[src/pio_defines.svh]
// constants for the parallel i/o port bank
`ifndef PIO_DEFINES_SVH
`define PIO_DEFINES_SVH

// port widths
`define PIO_P0_W 16
`define PIO_P1_W 16
`define PIO_P2_W 14
`define PIO_P3_W 12
`define PIO_P4_W 8
`define PIO_P5_W 10
// bit offsets inside the flat pin vectors
`define PIO_P0_LO 0
`define PIO_P1_LO 16
`define PIO_P2_LO 32
`define PIO_P3_LO 46
`define PIO_P4_LO 58
`define PIO_P5_LO 66
`define PIO_IO_LINES 66
`define PIO_ALL_LINES 76
// port select codes
`define PIO_PORT0 3'h0
`define PIO_PORT1 3'h1
`define PIO_PORT2 3'h2
`define PIO_PORT3 3'h3
`define PIO_PORT4 3'h4
`define PIO_PORT5 3'h5
// reset values
`define PIO_DATA_RST 16'h0000
`define PIO_DIR_RST 16'h0000
`define PIO_OD_RST 16'h0000
`define PIO_IN_RST 16'h0000
// shared port 1 pins taken by the extension peripherals
`define PIO_PULSE_PINS 16'h000F
`define PIO_ASYNC_PINS 16'h0030
`define PIO_SYNC_PINS 16'h01C0
// enable bit positions of the extension peripheral enables
`define PIO_XEN_PWM 0
`define PIO_XEN_ASC 1
`define PIO_XEN_SSC 2
// state time: cpu clocks per input sample
`define PIO_STATE_CLKS 4'h2

`endif

[src/pio_pkg.sv]
// types for the parallel i/o port bank
package pio_pkg;

    typedef enum logic [2:0] {
        TGT_DATA,
        TGT_DIR,
        TGT_OD,
        TGT_XDATA,
        TGT_XDIR,
        TGT_XOD
    } pio_target_type;

    typedef enum logic [2:0] {
        OP_READ,
        OP_WRITE,
        OP_SET,
        OP_CLEAR,
        OP_TOGGLE
    } pio_op_type;

    typedef struct packed {
        logic           valid;
        pio_target_type target;
        logic [2:0]     port;
        pio_op_type     op;
        logic [15:0]    mask;
        logic [15:0]    data;
    } pio_req_type;

    typedef struct packed {
        logic [15:0] en;
        logic [15:0] out;
        logic [15:0] dir;
        logic [15:0] od;
    } pio_ovr_type;

endpackage

[src/pio_sync.sv]
// two-flop synchroniser for asynchronous pin levels
`timescale 1ns/1ps
module pio_sync #(
    parameter int W = 8
) (
    input  wire logic         i_clk,
    input  wire logic         i_rst_b,
    input  wire logic [W-1:0] i_async,
    output logic      [W-1:0] o_sync
);
    logic [W-1:0] meta_reg;

    // first stage feeds only the second
    always_ff @(posedge i_clk) begin
        if (!i_rst_b) begin
            meta_reg <= '0;
            o_sync   <= '0;
        end else begin
            meta_reg <= i_async;
            o_sync   <= meta_reg;
        end
    end
endmodule

[src/pio_port.sv]
// one bidirectional port: latches, direction, open drain, pin driver
`timescale 1ns/1ps
`include "pio_defines.svh"
module pio_port #(
    parameter int W     = 8,
    parameter bit OD_EN = 1'b0
) (
    input  wire logic         i_clk,
    input  wire logic         i_rst_b,
    input  wire logic         i_st_en,
    input  wire logic [W-1:0] i_pin,
    input  wire logic         i_data_we,
    input  wire logic         i_dir_we,
    input  wire logic         i_od_we,
    input  wire logic [W-1:0] i_wval,
    input  wire logic [W-1:0] i_wmask,
    input  wire logic [W-1:0] i_ovr_en,
    input  wire logic [W-1:0] i_ovr_out,
    input  wire logic [W-1:0] i_ovr_dir,
    input  wire logic [W-1:0] i_ovr_od,
    output logic      [W-1:0] o_rd,
    output logic      [W-1:0] o_pin_out,
    output logic      [W-1:0] o_pin_oe_b
);
    logic [W-1:0] in_reg;
    logic [W-1:0] data_reg;
    logic [W-1:0] dir_reg;
    logic [W-1:0] od_reg;
    logic [W-1:0] eff_out;
    logic [W-1:0] eff_dir;
    logic [W-1:0] eff_od;
    logic [W-1:0] drive;

    // pin sampled every state time whatever the direction
    always_ff @(posedge i_clk) begin
        if (!i_rst_b) begin
            in_reg <= W'(`PIO_IN_RST);
        end else if (i_st_en) begin
            in_reg <= i_pin;
        end
    end

    // output latch takes writes in either direction
    always_ff @(posedge i_clk) begin
        if (!i_rst_b) begin
            data_reg <= W'(`PIO_DATA_RST);
        end else if (i_data_we) begin
            data_reg <= (data_reg & ~i_wmask) | (i_wval & i_wmask);
        end
    end

    // direction bits, all inputs after reset
    always_ff @(posedge i_clk) begin
        if (!i_rst_b) begin
            dir_reg <= W'(`PIO_DIR_RST);
        end else if (i_dir_we) begin
            dir_reg <= (dir_reg & ~i_wmask) | (i_wval & i_wmask);
        end
    end

    // open drain selects, push/pull after reset
    always_ff @(posedge i_clk) begin
        if (!i_rst_b) begin
            od_reg <= W'(`PIO_OD_RST);
        end else if (i_od_we && OD_EN) begin
            od_reg <= (od_reg & ~i_wmask) | (i_wval & i_wmask);
        end
    end

    // output lines read the latch, input lines the sampled pin
    assign o_rd = (dir_reg & data_reg) | (~dir_reg & in_reg);

    // override replaces the standard bits entirely on taken lines
    assign eff_out = (i_ovr_en & i_ovr_out) | (~i_ovr_en & data_reg);
    assign eff_dir = (i_ovr_en & i_ovr_dir) | (~i_ovr_en & dir_reg);
    assign eff_od  = (i_ovr_en & i_ovr_od) | (~i_ovr_en & (OD_EN ? od_reg : '0));
    // open drain high releases the pin
    assign drive   = eff_dir & ~(eff_od & eff_out);

    // pin driver registered
    always_ff @(posedge i_clk) begin
        if (!i_rst_b) begin
            o_pin_out  <= '0;
            o_pin_oe_b <= '1;
        end else begin
            o_pin_out  <= eff_out;
            o_pin_oe_b <= ~drive;
        end
    end
endmodule

[src/pio_bank.sv]
// parallel i/o port bank: six port words, 76 lines, access decode
`timescale 1ns/1ps
`include "pio_defines.svh"
// Notes on behaviour
// - lines form two 16-bit, one 14-bit, one 12-bit and one 8-bit bidirectional port plus a 10-bit input port.
// - the bank has 76 lines in all.
// - each line serves software or is taken over by a peripheral or the bus controller.
// - every line is bit addressable and each bidirectional line has its own direction bit.
// - a bidirectional line set as input has its driver off and floats.
// - ports 2, 3 and 4 choose push/pull or open drain per pin.
// - each pin level is sampled into the input latch every state time in either direction.
// - on an input line a write updates the output latch and a read returns the sampled pin.
// - on an input line a read-modify-write takes the pin level and writes the output latch.
// - on an output line a write updates the latch and drives the pin.
// - on an output line a read returns the output latch.
// - on an output line a read-modify-write takes the latch and writes it back.
// - shared pins follow a separate register set while extension peripherals are enabled.
// - with extension peripherals disabled the shared pins follow alternate functions where enabled, else the standard bits.
// - an open drain bit of 0, the reset value, gives push/pull and 1 gives open drain.
// - after reset every bidirectional line is an input.
module pio_bank (
    input  wire logic        I_CLK,
    input  wire logic        I_RST_B,
    input  wire logic        I_REQ_VALID,
    input  wire logic [2:0]  I_REQ_TARGET,
    input  wire logic [2:0]  I_REQ_PORT,
    input  wire logic [2:0]  I_REQ_OP,
    input  wire logic [15:0] I_REQ_MASK,
    input  wire logic [15:0] I_REQ_DATA,
    input  wire logic [2:0]  I_XPER_EN,
    input  wire logic [75:0] I_PIN_IN,
    input  wire logic [65:0] I_ALT_EN,
    input  wire logic [65:0] I_ALT_OUT,
    input  wire logic [65:0] I_ALT_DIR,
    output logic      [65:0] O_PIN_OUT,
    output logic      [65:0] O_PIN_OE_B,
    output logic      [15:0] O_RD_DATA,
    output logic             O_RD_VALID
);
    pio_pkg::pio_req_type req;
    pio_pkg::pio_ovr_type p1_ovr;
    logic [75:0] pin_sync;
    logic [3:0]  st_cnt_reg;
    logic        st_en_reg;
    logic [15:0] rd0;
    logic [15:0] rd1;
    logic [13:0] rd2;
    logic [11:0] rd3;
    logic [7:0]  rd4;
    logic [9:0]  p5_in_reg;
    logic [15:0] xdata_reg;
    logic [15:0] xdir_reg;
    logic [15:0] xod_reg;
    logic [15:0] xmask;
    logic [15:0] src;
    logic [15:0] nval;
    logic        wr;
    logic [5:0]  data_we;
    logic [5:0]  dir_we;
    logic [5:0]  od_we;

    // request gathered into one carrier
    assign req = '{valid:  I_REQ_VALID,
                   target: pio_pkg::pio_target_type'(I_REQ_TARGET),
                   port:   I_REQ_PORT,
                   op:     pio_pkg::pio_op_type'(I_REQ_OP),
                   mask:   I_REQ_MASK,
                   data:   I_REQ_DATA};
    assign wr  = req.valid && (req.op != pio_pkg::OP_READ);

    // all 76 pins resynchronised before any sampling
    pio_sync #(
        .W (`PIO_ALL_LINES)
    ) u_sync (
        .i_clk   (I_CLK),
        .i_rst_b (I_RST_B),
        .i_async (I_PIN_IN),
        .o_sync  (pin_sync)
    );

    // state time divider, one enable pulse per state time
    always_ff @(posedge I_CLK) begin
        if (!I_RST_B) begin
            st_cnt_reg <= 4'h0;
            st_en_reg  <= 1'b0;
        end else if (st_cnt_reg == `PIO_STATE_CLKS - 4'h1) begin
            st_cnt_reg <= 4'h0;
            st_en_reg  <= 1'b1;
        end else begin
            st_cnt_reg <= st_cnt_reg + 4'h1;
            st_en_reg  <= 1'b0;
        end
    end

    // input-only port: no latch or direction, only the sample
    always_ff @(posedge I_CLK) begin
        if (!I_RST_B) begin
            p5_in_reg <= 10'(`PIO_IN_RST);
        end else if (st_en_reg) begin
            p5_in_reg <= pin_sync[`PIO_P5_LO +: `PIO_P5_W];
        end
    end

    // read-modify-write source: pin on inputs, latch on outputs
    always_comb begin
        src = 16'h0000;
        unique case (req.target)
            pio_pkg::TGT_XDATA: src = xdata_reg;
            pio_pkg::TGT_XDIR:  src = xdir_reg;
            pio_pkg::TGT_XOD:   src = xod_reg;
            pio_pkg::TGT_DIR,
            pio_pkg::TGT_OD:    src = 16'h0000;
            default: begin
                unique case (req.port)
                    `PIO_PORT0: src = rd0;
                    `PIO_PORT1: src = rd1;
                    `PIO_PORT2: src = {2'h0, rd2};
                    `PIO_PORT3: src = {4'h0, rd3};
                    `PIO_PORT4: src = {8'h0, rd4};
                    `PIO_PORT5: src = {6'h00, p5_in_reg};
                    default:    src = 16'h0000;
                endcase
            end
        endcase
    end

    // new value from source and operand
    always_comb begin
        unique case (req.op)
            pio_pkg::OP_WRITE:  nval = req.data;
            pio_pkg::OP_SET:    nval = src | req.data;
            pio_pkg::OP_CLEAR:  nval = src & ~req.data;
            pio_pkg::OP_TOGGLE: nval = src ^ req.data;
            default:            nval = src;
        endcase
    end

    // per-port write strobes; port 5 has none
    always_comb begin
        data_we = 6'h00;
        dir_we  = 6'h00;
        od_we   = 6'h00;
        if (wr && req.port < `PIO_PORT5) begin
            if (req.target == pio_pkg::TGT_DATA) begin
                data_we[req.port] = 1'b1;
            end
            if (req.target == pio_pkg::TGT_DIR) begin
                dir_we[req.port] = 1'b1;
            end
            if (req.target == pio_pkg::TGT_OD) begin
                od_we[req.port] = 1'b1;
            end
        end
    end

    // extension register set for the shared port 1 pins
    always_ff @(posedge I_CLK) begin
        if (!I_RST_B) begin
            xdata_reg <= `PIO_DATA_RST;
            xdir_reg  <= `PIO_DIR_RST;
            xod_reg   <= `PIO_OD_RST;
        end else if (wr) begin
            if (req.target == pio_pkg::TGT_XDATA) begin
                xdata_reg <= (xdata_reg & ~req.mask) | (nval & req.mask);
            end
            if (req.target == pio_pkg::TGT_XDIR) begin
                xdir_reg <= (xdir_reg & ~req.mask) | (nval & req.mask);
            end
            if (req.target == pio_pkg::TGT_XOD) begin
                xod_reg <= (xod_reg & ~req.mask) | (nval & req.mask);
            end
        end
    end

    // enabled extensions take their pins; otherwise alternate functions or standard bits rule
    assign xmask = (I_XPER_EN[`PIO_XEN_PWM] ? `PIO_PULSE_PINS : 16'h0000)
                 | (I_XPER_EN[`PIO_XEN_ASC] ? `PIO_ASYNC_PINS : 16'h0000)
                 | (I_XPER_EN[`PIO_XEN_SSC] ? `PIO_SYNC_PINS : 16'h0000);
    // extension set outranks ordinary alternate functions on port 1
    assign p1_ovr.en  = xmask | I_ALT_EN[`PIO_P1_LO +: `PIO_P1_W];
    assign p1_ovr.out = (xmask & xdata_reg)
                      | (~xmask & I_ALT_OUT[`PIO_P1_LO +: `PIO_P1_W]);
    assign p1_ovr.dir = (xmask & xdir_reg)
                      | (~xmask & I_ALT_DIR[`PIO_P1_LO +: `PIO_P1_W]);
    assign p1_ovr.od  = xmask & xod_reg;

    // port 0: 16 lines, push/pull only
    pio_port #(
        .W     (`PIO_P0_W),
        .OD_EN (1'b0)
    ) u_port0 (
        .i_clk      (I_CLK),
        .i_rst_b    (I_RST_B),
        .i_st_en    (st_en_reg),
        .i_pin      (pin_sync[`PIO_P0_LO +: `PIO_P0_W]),
        .i_data_we  (data_we[0]),
        .i_dir_we   (dir_we[0]),
        .i_od_we    (od_we[0]),
        .i_wval     (nval),
        .i_wmask    (req.mask),
        .i_ovr_en   (I_ALT_EN[`PIO_P0_LO +: `PIO_P0_W]),
        .i_ovr_out  (I_ALT_OUT[`PIO_P0_LO +: `PIO_P0_W]),
        .i_ovr_dir  (I_ALT_DIR[`PIO_P0_LO +: `PIO_P0_W]),
        .i_ovr_od   (16'h0000),
        .o_rd       (rd0),
        .o_pin_out  (O_PIN_OUT[`PIO_P0_LO +: `PIO_P0_W]),
        .o_pin_oe_b (O_PIN_OE_B[`PIO_P0_LO +: `PIO_P0_W])
    );

    // port 1: open drain only through the extension set
    pio_port #(
        .W     (`PIO_P1_W),
        .OD_EN (1'b0)
    ) u_port1 (
        .i_clk      (I_CLK),
        .i_rst_b    (I_RST_B),
        .i_st_en    (st_en_reg),
        .i_pin      (pin_sync[`PIO_P1_LO +: `PIO_P1_W]),
        .i_data_we  (data_we[1]),
        .i_dir_we   (dir_we[1]),
        .i_od_we    (od_we[1]),
        .i_wval     (nval),
        .i_wmask    (req.mask),
        .i_ovr_en   (p1_ovr.en),
        .i_ovr_out  (p1_ovr.out),
        .i_ovr_dir  (p1_ovr.dir),
        .i_ovr_od   (p1_ovr.od),
        .o_rd       (rd1),
        .o_pin_out  (O_PIN_OUT[`PIO_P1_LO +: `PIO_P1_W]),
        .o_pin_oe_b (O_PIN_OE_B[`PIO_P1_LO +: `PIO_P1_W])
    );

    // port 2: 14 lines with open drain
    pio_port #(
        .W     (`PIO_P2_W),
        .OD_EN (1'b1)
    ) u_port2 (
        .i_clk      (I_CLK),
        .i_rst_b    (I_RST_B),
        .i_st_en    (st_en_reg),
        .i_pin      (pin_sync[`PIO_P2_LO +: `PIO_P2_W]),
        .i_data_we  (data_we[2]),
        .i_dir_we   (dir_we[2]),
        .i_od_we    (od_we[2]),
        .i_wval     (nval[`PIO_P2_W-1:0]),
        .i_wmask    (req.mask[`PIO_P2_W-1:0]),
        .i_ovr_en   (I_ALT_EN[`PIO_P2_LO +: `PIO_P2_W]),
        .i_ovr_out  (I_ALT_OUT[`PIO_P2_LO +: `PIO_P2_W]),
        .i_ovr_dir  (I_ALT_DIR[`PIO_P2_LO +: `PIO_P2_W]),
        .i_ovr_od   (14'h0000),
        .o_rd       (rd2),
        .o_pin_out  (O_PIN_OUT[`PIO_P2_LO +: `PIO_P2_W]),
        .o_pin_oe_b (O_PIN_OE_B[`PIO_P2_LO +: `PIO_P2_W])
    );

    // port 3: 12 lines with open drain
    pio_port #(
        .W     (`PIO_P3_W),
        .OD_EN (1'b1)
    ) u_port3 (
        .i_clk      (I_CLK),
        .i_rst_b    (I_RST_B),
        .i_st_en    (st_en_reg),
        .i_pin      (pin_sync[`PIO_P3_LO +: `PIO_P3_W]),
        .i_data_we  (data_we[3]),
        .i_dir_we   (dir_we[3]),
        .i_od_we    (od_we[3]),
        .i_wval     (nval[`PIO_P3_W-1:0]),
        .i_wmask    (req.mask[`PIO_P3_W-1:0]),
        .i_ovr_en   (I_ALT_EN[`PIO_P3_LO +: `PIO_P3_W]),
        .i_ovr_out  (I_ALT_OUT[`PIO_P3_LO +: `PIO_P3_W]),
        .i_ovr_dir  (I_ALT_DIR[`PIO_P3_LO +: `PIO_P3_W]),
        .i_ovr_od   (12'h000),
        .o_rd       (rd3),
        .o_pin_out  (O_PIN_OUT[`PIO_P3_LO +: `PIO_P3_W]),
        .o_pin_oe_b (O_PIN_OE_B[`PIO_P3_LO +: `PIO_P3_W])
    );

    // port 4: 8 lines with open drain
    pio_port #(
        .W     (`PIO_P4_W),
        .OD_EN (1'b1)
    ) u_port4 (
        .i_clk      (I_CLK),
        .i_rst_b    (I_RST_B),
        .i_st_en    (st_en_reg),
        .i_pin      (pin_sync[`PIO_P4_LO +: `PIO_P4_W]),
        .i_data_we  (data_we[4]),
        .i_dir_we   (dir_we[4]),
        .i_od_we    (od_we[4]),
        .i_wval     (nval[`PIO_P4_W-1:0]),
        .i_wmask    (req.mask[`PIO_P4_W-1:0]),
        .i_ovr_en   (I_ALT_EN[`PIO_P4_LO +: `PIO_P4_W]),
        .i_ovr_out  (I_ALT_OUT[`PIO_P4_LO +: `PIO_P4_W]),
        .i_ovr_dir  (I_ALT_DIR[`PIO_P4_LO +: `PIO_P4_W]),
        .i_ovr_od   (8'h00),
        .o_rd       (rd4),
        .o_pin_out  (O_PIN_OUT[`PIO_P4_LO +: `PIO_P4_W]),
        .o_pin_oe_b (O_PIN_OE_B[`PIO_P4_LO +: `PIO_P4_W])
    );

    // read answer registered one cycle after the request
    always_ff @(posedge I_CLK) begin
        if (!I_RST_B) begin
            O_RD_DATA  <= 16'h0000;
            O_RD_VALID <= 1'b0;
        end else begin
            O_RD_VALID <= req.valid && (req.op == pio_pkg::OP_READ);
            if (req.valid && req.op == pio_pkg::OP_READ) begin
                O_RD_DATA <= src;
            end
        end
    end
endmodule

[config.mk]
export PLATFORM = sky130hd
export DESIGN_NAME = pio_bank
export DESIGN_NICKNAME = d
export VERILOG_FILES = /design/src/pio_pkg.sv /design/src/pio_sync.sv /design/src/pio_port.sv /design/src/pio_bank.sv
export VERILOG_INCLUDE_DIRS = /design/src
export SDC_FILE = /design/constraint.sdc
export NUM_CORES = 1
export LEC_CHECK = 0
export ABC_AREA = 0
export BUFFER_PORTS_ARGS = -buffer_cell sky130_fd_sc_hd__buf_4
export CAP_MARGIN = 15
export CORE_MARGIN = 2
export CORE_UTILIZATION = 50
export CTS_CLUSTER_SIZE = 14
export DETAILED_ROUTE_END_ITERATION = 8
export PLACE_DENSITY_LB_ADDON = 0.15
export SYNTH_ARGS = -nofsm -noshare
export SYNTH_HDL_FRONTEND = slang
export SYNTH_SLANG_ARGS = --single-unit
export TNS_END_PERCENT = 1
[constraint.sdc]
create_clock -name I_CLK -period 5.1 [get_ports I_CLK]
set_input_delay 1.02 -clock I_CLK [delete_from_list [all_inputs] [get_ports I_CLK]]
set_output_delay 1.02 -clock I_CLK [all_outputs]
set_load 0.005 [all_outputs]
==> After elaboration in Yosys (flattened, before gate mapping) <==
Cells that the tools add are included.
{ "word_totals": {"wordCells": 217, "regBits": 596, "out_inout_bits": 149} }
{ "classes": {"n_reduce_logical": 13, "n_addsub": 1, "order_cmp": 3, "eq_ne": 15, "muxes": 15, "bitwise_logic": 132} }
{ "ops": {"columns": ["cell", "count"], "rows": [
  ["16-bit bitwise AND", 26],
  ["16-bit bitwise OR", 16],
  ["14-bit bitwise AND", 13],
  ["12-bit bitwise AND", 13],
  ["16-bit NOT", 9],
  ["16-bit one-hot mux with 4 select lines", 2],
  ["8-bit bitwise AND", 13],
  ["16-bit one-hot mux with 6 select lines", 1],
  ["14-bit bitwise OR", 6],
  ["12-bit bitwise OR", 6],
  ["14-bit NOT", 5],
  ["12-bit NOT", 5],
  ["9-bit by 16-bit bitwise AND with 16-bit output", 3],
  ["8-bit bitwise OR", 6],
  ["8-bit NOT", 5],
  ["5-bit 2-to-1 mux", 6],
  ["3-bit by 2-bit == test with 1-bit output, second input constant", 6],
  ["9-bit NOT with 16-bit output", 1],
  ["9-bit by 16-bit bitwise OR with 16-bit output", 1],
  ["16-bit XOR", 1],
  ["3-bit == test, second input constant", 5],
  ["3-bit by 1-bit == test with 1-bit output, second input constant", 3],
  ["3-bit logical NOT", 3],
  ["9-bit 2-to-1 mux", 1],
  ["16 further kinds", 23]
]} }

==> Longest topological paths before layout <==
{ "depth": {"depth_word": 12, "ltp_mapped": 15} }

==> Cells and area by module <==
A second synthesis with hierarchy kept.
{ "unflattened": {"cells_unflattened": 2811, "hier_area_um2": 26062.5} }
{ "by_module_without_submodules": {"columns": ["module", "seq_area_each_um2", "cells_each", "instances", "area_per_inst_um2"], "rows": [
  ["pio_port (u_port0 ...)", 1601.5, 368, 2, 3363.2],
  ["pio_bank", 1601.5, 752, 1, 6133.4],
  ["pio_sync", 3042.9, 320, 1, 4130.2],
  ["pio_port (u_port2)", 1681.6, 414, 1, 3844.9],
  ["pio_port (u_port3)", 1441.4, 352, 1, 3081.7],
  ["pio_port (u_port4)", 960.9, 237, 1, 2145.8]
]} }

==> Worst setup path after synthesis <==
Ideal clock, no wire load.
{ "synth_timing": {"path_kind": "input port to flip-flop", "start": "in I_REQ_TARGET[0]", "end": "reg (tool-made name)", "arrival_ns": 3.619, "slack_ns": 1.344, "n_path_buf": 3, "path_stages": 13, "path_cell_list": "buf_2 buf_1 mux2_2 a222oi_1 inv_1 ha_1 nand2_1 o21ai_0 a21oi_1 o211a_1 buf_1 o21a_1 a211oi_1"} }
{ "synth_lines": {"columns": ["element", "line_no", "source"], "rows": [
  ["start: declaration", "pio_bank.sv:25", "input wire logic [2:0] I_REQ_TARGET,"]
]} }

==> impl_metrics.yaml <==
grt:
  grt_pass1_vias: 18600
  antenna_found_initial: 3
  grt_max_degree: 169
  overflow: 0
  grt_pass1_wl_um: 116000
  grt_usage_pct: 32.4
synth:
  synth-edff-count: 0
  synth_cell_types: 58
  netlist_area_um2: 23000
  ys_warn_count: 0
  async_flop_share_pct: 0
  synth.largest_area_cell: "dfxtp_1"
  synth_top_area_share_pct: 52.0
  ys.flop_type: "dfxtp_1"
  synth_area_leaders: "dfxtp_1, mux2i_1, and2_1, a21oi_1, nand2_1"
  syn_inst: 2421
  ys_seq_elements: 596
  ys_seq_area_share_pct: 52.0
  avgSynthCellArea_um2: 9.48
  syn_nets: 2776
clock_tree:
  cts_root_buf: "clkbuf_16"
  ctsResizeCount: 0
  cts_hold_buf: 0
  cts.sink_count: 596
  clkTransAtPathRegs_ns: 0.07
  cts_buffers: 59
  ctsLongestPathBuffers: 3
  clk_latency_ns: 0.64
  ctsHtreeMaxLevel: 2
  cts_tree: "done"
  cts_setup_buffers: 0
route:
  drc: 0
  vias_per_cell: 5.66
  ant_nets: 0
  routed_wl_um: 79500
  drt_pass1_iterations: 7
  drtIter0Drc: 1732
  wl_per_cell_um: 22.9
  route.vias.total: 19700
finish:
  nFillCells: 3794
  layout_common_cells: "dfxtp_1, buf_4, nand2_1"
  layout.nets: 3180
  postLayoutCoreUtil_pct: 63.9
  final_area_um2: 29000
  area_growth_pct: 26.3
  final_common_cell: "dfxtp_1"
  final_layout_size_suffix_gt1_share_pct: 23.5
pwr:
  p_per_area_nw_per_um2: 354
  p_switching_mw: 2.43
  vdd_drop_max_mv: 0.274
  power.total_mw: 10.3
  pwr-share-comb_pct: 8.6
  switching_share_pct: 23.6
  p_leak_nw: 11.7
  internal-power_mw: 7.84
  power.share.clock_pct: 44.1
  seqPwrFrac_pct: 47.3
place:
  dpl_cell_area_um2: 26900
  dpl.hpwl_um: 57400
  dp_slack_ns: 0.686
  place_congestion: 0.950
  io_buffers: 469
timing:
  worst_clock_skew_ns: 0.0316
  tightest_slew_ns: 1.21
  slew_viol_final: 0
  hold_viol_final: 0
  min_period_ns: 3.83
  fin_crit_sh_pct: 75.2
  fin_setup_tns_ns: 0
  setup_viol: 0
  slew-limit-headroom_pct: 19.7
  final_critical_path_setup_slack_ns: 1.27
  rsz0062_at_grt: "false"
  max_freq_ghz: 0.261
floorplanning:
  die_w_um: 218
  die_area_um2: 47600
  start_util_pct: 50.6
  io-pin-count: 470
  std_cell_rows: 78
  die_y_um: 218
  core_um2: 45400
critical_path:
  startpoint_type: "primary input"
  cp_slowest_cell: "or3b_1"
  crit_buf_inv: 1
  worstPathRequired_ns: 5.56
  critPathArrivalTime_ns: 4.30
  worstPathMaxFanout: 16
  crit_chain: "buf_4, or3b_1, nor2_1, a2111o_1, a222oi_1, ha_1, a22oi_1, o221ai_1, o21ba_2, a211oi_1"
  critPathTopFamily: "compound AO/OA/AOI/OAI gates"
  slowest_delay_ns: 0.64
  endpoint_kind: "flop"
  crit_type: "in -> reg"
flow_run:
  maxCapViolCount: 0
worst_hold_path:
  hp-class: "reg -> reg"
run_status:
  status: "complete, no violations"
[path summary, 6_finish.rpt]
check	endpoint	depth (start not counted)	slack, ns	start
max	flop	10	1.27	I_REQ_PORT[2]
min reg2reg	u_sync.o_sync[13]	1	0.43	u_sync.meta_reg[13]
min	u_sync.o_sync[13]	1	0.43	u_sync.meta_reg[13]
max reg2reg	flop	9	1.59	flop
[power groups by stage]
| stage | logic (mW) | registers [mW] | clock network [mW] |
|---|---|---|---|
| after global placement | 0.851 | 4.95 | 0 |
| after detailed placement | 0.868 | 4.96 | 0 |
| after global routing | 0.941 | 4.86 | 4.77 |
| final | 0.881 | 4.85 | 4.53 |
| after CTS | 0.871 | 4.85 | 4.58 |
| after floorplan | 0.419 | 4.92 | 0 |
[area by class of cell]
| cell class | count | area [µm²] | area share, % |
|---|---|---|---|
| sequential | 596 | 11900 | 41.2 |
| multi-input combinational | 1612 | 10200 | 35.2 |
| timing repair buffer | 518 | 3910 | 13.5 |
| clock buffer | 85 | 1760 | 6.09 |
| tap | 600 | 751 | 2.59 |
| clock inverter | 23 | 284 | 0.980 |
| inverter | 38 | 150 | 0.518 |
| antenna | 1 | 2.50 | 0.00863 |
[cell usage after synthesis, types with 6 or more instances]
cell type    n
a2111o_1     6
a211oi_1   106
a21o_1       7
a21oi_1    193
a222oi_1    10
a22oi_1      6
a32o_1      32
and2_1     164
buf_1        9
buf_2       23
clkbuf_1   140
dfxtp_1    596
ha_1        34
inv_1       38
mux2_2      34
mux2i_1    227
nand2_1    255
nand2b_1    11
nand3_1     28
nor2_1     231
nor2b_1     19
o211ai_1    16
o21ai_0    128
o221ai_1    10
o22ai_1     26
o31ai_1      8
[metal layers]
metal / part of all wire, % / global-route usage, % / vias to the layer above / wire (µm)
li1: - / - / 9209 / -
met1: 42 / 43.1 / 9328 / 33400
met2: 45 / 50.6 / 962 / 35600
met3: 8.4 / 6.71 / 171 / 6650
met4: 4.9 / 14.9 / 4 / 3860
met5: 0.034 / 0 / - / 27
[per-stage QoR]
step | std cells | hold WS [ns]
2_1_floorplan | 2421 | 0.412
3_3_place_gp | 3364 | 0.416
3_5_place_dp | 3364 | 0.418
4_1_cts | 3472 | 0.432
5_1_grt | 3472 | 0.441
6_report | 3473 | 0.430
[cell families after synthesis]
logic type,after synthesis,share of synthesized area (%)
and+or+nand+nor,735,14.7
muxes,261,11.6
xor gates and xnor gates,1,0.0382
AOI/OAI and AO/OA,581,16.2
adders and majority gates,34,1.85
DFF,596,52.0
buffers and inverters,213,3.65
[worst reg2reg max path: cells and delay by family (launching register included)]
| kind | cells | cell delay [ns] |
|---|---|---|
| compound gates | 7 | 2.11 |
| flops | 1 | 0.44 |
| mux | 1 | 0.43 |
| fa+ha+maj | 1 | 0.35 |
No activity file was read; power rests on OpenSTA's default activity.
